<file path="src/inc/uhpc_defs.vh">
// uhpc_defs.vh: bit positions, width, reset value and write offset for the host pin control block
// assumes inclusion by bare name from design files; definitions only
`ifndef UHPC_DEFS_VH
`define UHPC_DEFS_VH

// modem-control bit positions
`define UHPC_MC_TERM_READY_BIT 0
`define UHPC_MC_REQ_SEND_BIT 1
`define UHPC_MC_OUT2_BIT 3
// modem-control width and reset value
`define UHPC_MC_WIDTH 8
`define UHPC_MC_RESET 8'h00
// modem-control write offset within a channel (register index)
`define UHPC_MC_OFFSET 3'h4
// interrupt-enable bit for modem-status source
`define UHPC_IE_MODEM_BIT 3

`endif

</file>
<file path="src/uhpc_top.v">
// uhpc_top.v: host bus-mode decode and modem pin control for a two-channel uart
// assumes host pins arrive asynchronously and the bus-mode strap is static
// What this block does
// mode high: interrupt pin serves channel A only
// control bit 3 drives interrupt enable, user output low
// mode low: channel A pin is open-drain device request
// channel B interrupt pin used only in mode high
// read strobe used in mode high, ignored otherwise
// host drives write strobe in mode high
// mode low: write pin high reads, low writes
// master reset polarity follows bus mode
// software should use interrupt or user output, not both
// ring rising edge raises enabled modem-status interrupt
// control bit 1 drives request-to-send low
// request-to-send high after any reset
// mode low: one chip select, chan_b_sel high picks channel B
// control bit 0 drives terminal-ready low
// bus-mode strap held stable during operation
`timescale 1ns/1ns
`include "uhpc_defs.vh"

module uhpc_top (
    // clock and power-on reset
    input wire core_clk,
    input wire rst,
    // strap and master reset pin
    input wire bus_mode_pin,
    input wire master_reset_pin,
    // host strobes, selects, address and data
    input wire host_rd_strobe_n,
    input wire host_wr_strobe_n,
    input wire chan_a_sel,
    input wire chan_b_sel,
    input wire [2:0] host_addr,
    input wire [7:0] host_wdata,
    // interrupt enables per channel
    input wire [7:0] chan_a_irq_en,
    input wire [7:0] chan_b_irq_en,
    // modem-status flag clear, one pulse per channel
    input wire chan_a_status_clr,
    input wire chan_b_status_clr,
    // ring inputs
    input wire chan_a_ring_in,
    input wire chan_b_ring_in,
    // interrupt pins: output, output enable
    output wire chan_a_irq_out,
    output wire chan_a_irq_oe,
    output wire chan_b_irq_out,
    output wire chan_b_irq_oe,
    // user and modem outputs
    output wire chan_a_user_out,
    output wire chan_b_user_out,
    output wire chan_a_req_send_n,
    output wire chan_b_req_send_n,
    output wire chan_a_term_ready_n,
    output wire chan_b_term_ready_n,
    // decoded host access status, device reset and modem-control registers
    output reg host_rd_pulse,
    output reg host_wr_pulse,
    output reg host_chan_b,
    output wire device_reset,
    output wire [7:0] chan_a_modem_ctrl,
    output wire [7:0] chan_b_modem_ctrl
);
    // two-stage synchronisers for every pin input
    reg [7:0] sync1_reg;
    reg [7:0] sync2_reg;
    reg [7:0] sync_d_reg; // data captured alongside strobes
    reg [2:0] addr_reg; // address captured alongside strobes
    reg mode_reg; // strap level, resampled every cycle after reset release
    reg strobe_prev_reg; // previous access-active level
    reg [10:0] bus_s1_reg; // address and data, first stage
    reg [10:0] bus_s2_reg; // address and data, second stage
    reg pin_reset_reg; // decoded master reset, registered
    // synchronised pin levels
    wire mreset_sync;
    wire mode_now;
    wire rd_n_s;
    wire wr_n_s;
    wire sel_a_s;
    wire sel_b_s;
    wire ring_a_s;
    wire ring_b_s;
    wire pin_reset_next; // master reset decoded for the current mode
    // access decode
    wire sel_any;
    wire acc_active;
    wire acc_is_wr;
    wire acc_chan_b;
    wire a_wr;
    wire b_wr;
    wire a_drive;
    wire b_drive;

    // pin synchroniser: first stage feeds only the second
    always @(posedge core_clk or posedge rst) begin
        if (rst) begin
            sync1_reg <= 8'hFF;
            sync2_reg <= 8'hFF;
        end else begin
            sync1_reg <= {bus_mode_pin, master_reset_pin, host_rd_strobe_n,
                host_wr_strobe_n, chan_a_sel, chan_b_sel, chan_a_ring_in, chan_b_ring_in};
            sync2_reg <= sync1_reg;
        end
    end

    // host address and data ride their own two-stage path; the strobes lag by the
    // same two edges, so the word captured is the one set up with the strobe
    always @(posedge core_clk or posedge rst) begin
        if (rst) begin
            bus_s1_reg <= 11'h000;
            bus_s2_reg <= 11'h000;
        end else begin
            bus_s1_reg <= {host_addr, host_wdata};
            bus_s2_reg <= bus_s1_reg;
        end
    end

    assign mode_now = sync2_reg[7];
    assign mreset_sync = sync2_reg[6];
    assign rd_n_s = sync2_reg[5];
    assign wr_n_s = sync2_reg[4];
    assign sel_a_s = sync2_reg[3];
    assign sel_b_s = sync2_reg[2];
    // ring pins are active low; a rise to logic high is the interrupt edge
    assign ring_a_s = sync2_reg[1];
    assign ring_b_s = sync2_reg[0];

    // strap sampled continuously; held static by the board so no mid-run change
    always @(posedge core_clk or posedge rst) begin
        if (rst) begin
            mode_reg <= 1'b1; // open strap reads high
        end else begin
            mode_reg <= mode_now;
        end
    end

    // master reset polarity depends on bus mode
    assign pin_reset_next = mode_reg ? mreset_sync : ~mreset_sync;

    // registered so the combined reset cannot glitch when strap and pin move together;
    // costs one edge of extra reset latency
    always @(posedge core_clk or posedge rst) begin
        if (rst) begin
            pin_reset_reg <= 1'b1; // held in reset until the strap is known
        end else begin
            pin_reset_reg <= pin_reset_next;
        end
    end

    // power-on reset or the decoded master reset pin
    assign device_reset = rst | pin_reset_reg;

    // chip selects are active low in both modes; in mode low chan_b_sel high picks channel B
    assign sel_any = mode_reg ? (~sel_a_s | ~sel_b_s) : ~sel_a_s;
    // mode high: separate strobes; mode low: chip select plus direction line
    assign acc_active = mode_reg ? sel_any & (~rd_n_s | ~wr_n_s)
        : sel_any;
    // write strobe low in mode high, direction line low in mode low: both mean write
    assign acc_is_wr = mode_reg ? ~wr_n_s : ~wr_n_s; // see R6
    assign acc_chan_b = mode_reg ? ~sel_b_s : sel_b_s;

    // capture data with the access and emit one pulse per access start
    always @(posedge core_clk or posedge device_reset) begin
        if (device_reset) begin
            strobe_prev_reg <= 1'b0;
            host_rd_pulse <= 1'b0;
            host_wr_pulse <= 1'b0;
            host_chan_b <= 1'b0;
            sync_d_reg <= 8'h00;
            addr_reg <= 3'h0;
        end else begin
            strobe_prev_reg <= acc_active;
            host_rd_pulse <= acc_active & ~strobe_prev_reg & ~acc_is_wr;
            host_wr_pulse <= acc_active & ~strobe_prev_reg & acc_is_wr;
            if (acc_active & ~strobe_prev_reg) begin
                host_chan_b <= acc_chan_b;
                sync_d_reg <= bus_s2_reg[7:0];
                addr_reg <= bus_s2_reg[10:8];
            end
        end
    end

    // modem-control write decode per channel
    assign a_wr = host_wr_pulse & ~host_chan_b & (addr_reg == `UHPC_MC_OFFSET);
    assign b_wr = host_wr_pulse & host_chan_b & (addr_reg == `UHPC_MC_OFFSET);

    uhpc_chan u_chan_a (
        .core_clk(core_clk),
        .rst(device_reset),
        .mc_wr(a_wr),
        .mc_wdata(sync_d_reg),
        .modem_irq_en(chan_a_irq_en[`UHPC_IE_MODEM_BIT]),
        .ring_clr(chan_a_status_clr),
        .ring_sync(ring_a_s),
        .modem_ctrl_reg(chan_a_modem_ctrl),
        .ring_event(),
        .irq_drive(a_drive),
        .user_out(chan_a_user_out),
        .req_send_n(chan_a_req_send_n),
        .term_ready_n(chan_a_term_ready_n)
    );

    uhpc_chan u_chan_b (
        .core_clk(core_clk),
        .rst(device_reset),
        .mc_wr(b_wr),
        .mc_wdata(sync_d_reg),
        .modem_irq_en(chan_b_irq_en[`UHPC_IE_MODEM_BIT]),
        .ring_clr(chan_b_status_clr),
        .ring_sync(ring_b_s),
        .modem_ctrl_reg(chan_b_modem_ctrl),
        .ring_event(),
        .irq_drive(b_drive),
        .user_out(chan_b_user_out),
        .req_send_n(chan_b_req_send_n),
        .term_ready_n(chan_b_term_ready_n)
    );

    // mode high: channel A pin driven active-high while its out2 bit is set
    // mode low: open-drain low for any channel's pending request
    assign chan_a_irq_out = mode_reg ? a_drive : 1'b0; // see R1
    assign chan_a_irq_oe = mode_reg ? chan_a_modem_ctrl[`UHPC_MC_OUT2_BIT]
        : (a_drive | b_drive);
    // channel B pin floats entirely when the strap is low
    assign chan_b_irq_out = mode_reg ? b_drive : 1'b0;
    assign chan_b_irq_oe = mode_reg & chan_b_modem_ctrl[`UHPC_MC_OUT2_BIT];
endmodule // uhpc_top

</file>
<file path="src/uhpc_chan.v">
// uhpc_chan.v: one channel's modem-control register, modem outputs and ring-edge detect
// assumes ring input is already synchronised to core_clk and writes are one-cycle pulses
`timescale 1ns/1ns
`include "uhpc_defs.vh"

module uhpc_chan (
    // clock and reset
    input wire core_clk,
    input wire rst,
    // register write
    input wire mc_wr,
    input wire [7:0] mc_wdata,
    input wire modem_irq_en,
    input wire ring_clr,
    // synchronised ring input
    input wire ring_sync,
    // outputs
    output wire [7:0] modem_ctrl_reg,
    output reg ring_event,
    output wire irq_drive,
    output wire user_out,
    output wire req_send_n,
    output wire term_ready_n
);
    reg [7:0] mc_reg; // modem-control storage
    reg ring_prev_reg; // last synchronised ring level
    reg ring_flag_reg; // sticky modem-status interrupt

    assign modem_ctrl_reg = mc_reg;

    // register writes; reset clears all bits so modem outputs idle high
    always @(posedge core_clk or posedge rst) begin
        if (rst) begin
            mc_reg <= `UHPC_MC_RESET; // see R12
        end else if (mc_wr) begin
            mc_reg <= mc_wdata;
        end
    end

    // rising edge of ring raises a status flag when the modem interrupt enable is set; a set beats a same-cycle clear
    always @(posedge core_clk or posedge rst) begin
        if (rst) begin
            // matches the synchroniser's reset level, so no false edge follows reset
            ring_prev_reg <= 1'b1;
            ring_flag_reg <= 1'b0;
            ring_event <= 1'b0;
        end else begin
            ring_prev_reg <= ring_sync;
            ring_event <= ring_sync & ~ring_prev_reg;
            if (ring_sync & ~ring_prev_reg & modem_irq_en) begin
                ring_flag_reg <= 1'b1;
            end else if (ring_clr) begin
                ring_flag_reg <= 1'b0;
            end
        end
    end

    // one bit steers both interrupt drive and user output, so software picks one use
    assign irq_drive = mc_reg[`UHPC_MC_OUT2_BIT] & ring_flag_reg;
    assign user_out = ~mc_reg[`UHPC_MC_OUT2_BIT];
    assign req_send_n = ~mc_reg[`UHPC_MC_REQ_SEND_BIT];
    assign term_ready_n = ~mc_reg[`UHPC_MC_TERM_READY_BIT];
endmodule // uhpc_chan

</file>
<file path="config.mk">
export PLATFORM = sky130hd
export DESIGN_NAME = uhpc_top
export DESIGN_NICKNAME = d
export VERILOG_FILES = /design/src/uhpc_top.v /design/src/uhpc_chan.v
export VERILOG_INCLUDE_DIRS = /design/src /design/src/inc
export SDC_FILE = /design/constraint.sdc
export NUM_CORES = 1
export LEC_CHECK = 0
export ABC_AREA = 1
export BUFFER_PORTS_ARGS = -buffer_cell sky130_fd_sc_hd__buf_2
export CORE_UTILIZATION = 35
export CTS_CLUSTER_SIZE = 8
export DETAILED_ROUTE_END_ITERATION = 10
export PLACE_DENSITY = 0.55
export SETUP_SLACK_MARGIN = 0.3
export SYNTH_ARGS = -nofsm -noshare
export SYNTH_HDL_FRONTEND = slang
export SYNTH_SLANG_ARGS = --single-unit
</file>
<file path="constraint.sdc">
create_clock -name core_clk -period 2.9 [get_ports core_clk]
set_input_delay 0.29 -clock core_clk [delete_from_list [all_inputs] [get_ports core_clk]]
set_output_delay 0.29 -clock core_clk [all_outputs]
set_load 0.005 [all_outputs]
</file>
======== Word level (Yosys, flattened, before mapping) ========
Index checks and enable logic that the tools add are counted.
operators by class
  div/mod/pow operators ................... 0
  add/subtract/negate cells ............... 0
  equality and inequality tests ........... 1
  multipliers ............................. 0
  reduce and logical (&&, ||, !) cells .... 2
  multiplexer cells ....................... 11
  shifts and indexed selects .............. 0
  $lt $le $gt $ge ......................... 0
  bitwise gates (word level) .............. 34
operator list
  operator            number
  $and 1x1->1         15
  $not 1->1           15
  $mux 1              11
  $or 1x1->1          4
  $reduce_bool 2->1   2
  $eq 3x3->1 const B  1
storage, ports and cells
  output and inout bits ................... 30
  bits in registers ....................... 75
  latch bits .............................. 0
  bits in read-only memories .............. 0
  input bits .............................. 39
  memories kept ........................... 0
  memory bits (writable) .................. 0
  word-level logic and storage cells ...... 66

======== Logic depth before layout (Yosys ltp) ========
  word-level depth ........................ 7
  gate-level depth with buffers ........... 7
  gate-level depth less buffers ........... 6

======== Modules after synthesis ========
Synthesis repeated with hierarchy kept, for this count alone.
unflattened totals
  cells, all modules ...................... 220
  area total of the unflattened synthesis .. 2635.0 µm²
by module, submodules not included
  module     sequential area each (µm²)  times used  cells an instance  area an instance (µm²)
  uhpc_top   1398.8                      1           128                1781.7
  uhpc_chan  276.5                       2           46                 426.7

======== Worst setup path before layout ========
Ideal clock, no wire load.
  path kind ............................... reg2out
  start ................................... register pin_reset_reg
  end ..................................... output device_reset
  data arrival time ....................... 2.112 ns
  buffers on the path ..................... 0
  setup slack ............................. 0.498 ns
  cell stages (with the launch flop) ...... 3
  data required time ...................... 2.610 ns
  cell sequence ........................... dfstp_2 nor2_1 inv_1
on the way
  word-level cells in the longest chain between the ends .. 1
RTL lines
  what                      line            text
  start: declaration        uhpc_top.v:74   reg pin_reset_reg;
  start signal: assignment  uhpc_top.v:147  pin_reset_reg <= pin_reset_next;
  $or 1x1->1                uhpc_top.v:152  assign device_reset = rst | pin_reset_reg;
  end: declaration          uhpc_top.v:61   output wire device_reset,
No other way between the ends.

======== Worst setup path after layout ========
  start ................................... register mode_reg
  end ..................................... output chan_a_irq_out
on the way
  word-level cells in the longest chain between the ends .. 1
RTL lines
  what                      line            text
  start: declaration        uhpc_top.v:70   reg mode_reg;
  start signal: assignment  uhpc_top.v:134  mode_reg <= mode_now;
  $mux 1                    uhpc_top.v:222  assign chan_a_irq_out = mode_reg ? a_drive : 1'b0;
  end: declaration          uhpc_top.v:46   output wire chan_a_irq_out,
No other way between the ends.

==> summary.txt <==
Die
  – Total die area: 7430 sq um
  – Starting Density: between 30% and 40%
  – Num rows: 30
  – IO Count: around 70
  – Chip height: 86.20 um
  – Die width: ~86 um
  – Core Box Area: between 6000 and 7000 sq um

Critical path
  – Crit path max fanout: 7
  – Critical path capture point type: output port
  – Crit-path cells: inv_1, nor3_1, buf_2
  – CP arrival: approximately 1.3 ns
  – Critical path's largest stage delay: ~0.61 ns
  – Critical-path top delay cell: dfstp_2
  – Setup crit start kind: register
  – Setup CP Type: register to output port
  – Data required time of the worst path: around 2.6 ns
  – Critical path origin: mode_reg$_DFF_PP1_
  – Worst r2r src: mode_reg$_DFF_PP1_

Synthesis
  – Synth warn: 0
  – Number of synthesized register bits: between 70 and 80
  – Synth area leader: dfrtp_1
  – Mapped cell area: 2481 sq um
  – Synthesized net count: between 200 and 250
  – Average size of a mapped cell: around 12 sq um
  – Mapped Cells: roughly 200
  – Library cells used by synthesis: 17
  – Synth area leaders: dfrtp_1 (55%), dfstp_2 (21%), nand2_1 (7.1%)
  – Synth top area share: a little under three fifths
  – Register area share after synthesis: approximately three quarters

Clock network
  – Clk root buf: clkbuf_8
  – Clock latency at the later pin of the worst-skew pair: about 0.34 ns
  – Clock Pin Slew Worst Setup and Hold Paths: approximately 0.070 ns
  – Clock Sinks: 75
  – CTS Buf Count: 9
  – Post-CTS Hold Fix Bufs: 0
  – Setup bufs post-CTS: 0
  – CTS tree: built
  – Htree depth: 3
  – Clock Tree Buf Depth: 2
  – PostCTS Resize Cnt: 0

Detailed routing
  – Iter 0 DRT Violations: 29
  – Number of remaining DRC errors: 0
  – ANT nets after route: 0
  – Wire length per cell: between 10 and 15 um
  – Wirelength, routed: between 3000 and 4000 um
  – DRT Pass-1 Iters: 4
  – Vias per cell: about 4
  – Vias: 1497

Global routing
  – Total congestion overflow: 0
  – Pin count of the biggest net entering global routing: 36
  – Vias in the first global route: between 1000 and 1500
  – Initial antenna violation count: 0
  – Total GRT Usage: a little under an eighth
  – First-pass GRT wire length: roughly 6400 um

Timing
  – Max Slew Vio Count: 0
  – Skew final: 0.004460 ns
  – Fmax: 612.0 MHz
  – RSZ-0062 raised after global routing: no
  – Final Setup Violations: 0
  – Final Cycle Share: between 50% and 60%
  – Hold Fails Final Rpt: 0
  – Hold Worst Slack: 0.04379 ns
  – Slew @ Worst Pin: 1.055 ns
  – Final min period: 1.634 ns
  – Rel. slew slack: roughly 30%
  – Setup_tns: 0 ns

Place
  – HPWL Detailed: between 2000 and 3000 um
  – GP Congestion: 0.7291
  – I/O Buffers: 54

Final layout
  – Area grow syn2layout: 22.04%
  – Most common cell after layout, fill and taps aside: dfrtp_1
  – Ant diodes: 0
  – Most frequent cells in the layout: dfrtp_1 (55), buf_2 (54), nand2_1 (47), inv_1 (26)
  – Final #Nets: about 300
  – Share of cells above drive strength 1: 35.07%

Job
  – Max-cap violations: 0

Run status
  – Outcome: finished, final reports clean

Min path
  – Worst Min Path Start: master_reset_pin
  – Hold WC Path Type: input pin to register

Power
  – PwrDens: ~730 nW/um^2
  – Leak pwr: ~1.5 nW
  – Worst vdd ir: ~280 uV
[layout make-up]
cell class                      count  area [sq um]
Sequential cell                    75          1902
Clock buffer                       13         148.9
Timing Repair Buffer               57         292.8
Clock inverter                      3         15.01
Multi-Input combinational cell     94         451.7
Fill cell                         689          3804
Inverter                           26         97.59
Tap cell                           96         120.1
[per-stage QoR]
step                setup WS (ns)  power, mW  instance area [sq um]  util (%)  instances
floorplan                  0.4979      1.411                   2481         -        201
global placement            1.378      1.552                   2864     41.92        348
detailed placement          1.379      1.561                   2864     41.92        348
CTS                         1.222      2.246                   3028     44.32        364
global route                1.166      2.353                   3028     44.32        364
finish                      1.266      2.205                   3028     44.32        364
[worst paths after layout]
| check | to | slack (ns) | cells after the start |
|---|---|---|---|
| setup / recovery | chan_a_irq_out | 1.27 | 3 |
| hold / removal | sync1_reg[6]$_DFF_PP1_ | 0.04 | 1 |
| setup reg to reg | addr_reg[0]$_DFFE_PP0P_ | 1.36 | 5 |
| hold reg to reg | bus_s2_reg[5]$_DFF_PP0_ | 0.35 | 0 |
| max in group asynchronous | sync2_reg[6]$_DFF_PP1_ | 1.91 | 3 |
| min in group asynchronous | host_rd_pulse$_DFF_PP0_ | 0.12 | 3 |
[cell families (layout without fill, tap and decap cells)]
group | count (synthesis) | in the layout | share of synthesized area (%)
AO/OA/AOI/OAI | 20 | 20 | 4.034
XOR/XNOR | 1 | 1 | 0.3531
AND/OR/NAND/NOR | 73 | 73 | 13.51
buffers and inverters | 32 | 99 | 5.446
flip-flops | 75 | 75 | 76.65
[worst max-delay path, delay by kind of cell (launching register included)]
family                 cells  cell delay [ns]
AND/OR/NAND/NOR            1             0.16
flip-flops                 1             0.61
buffers and inverters      2             0.23
[power breakdown]
part / switching, mW / internal, mW
Sequential: 0.0676 / 1.18
Clock: 0.342 / 0.331
Combinational: 0.151 / 0.130
[routing by layer]
metal / vias to the layer above / GRT usage (%) / share of wire (%)
met3: 6 / 4.952 / 5.0
met4: 0 / 6.818 / 2.1
met1: 699 / 15.33 / 49
met5: - / 0 / 0
met2: 36 / 16.52 / 44
li1: 756 / - / -
[cells in the mapped netlist, drive strengths merged]
master,n
dfrtp,55
nand2,48
inv,26
dfstp,20
o21ai,20
nand4,13
buf,6
nor2,5
nand3,3
nand3b,3
nor3,1
xnor2,1
Note: power is estimated with default switching activity, not from simulation.
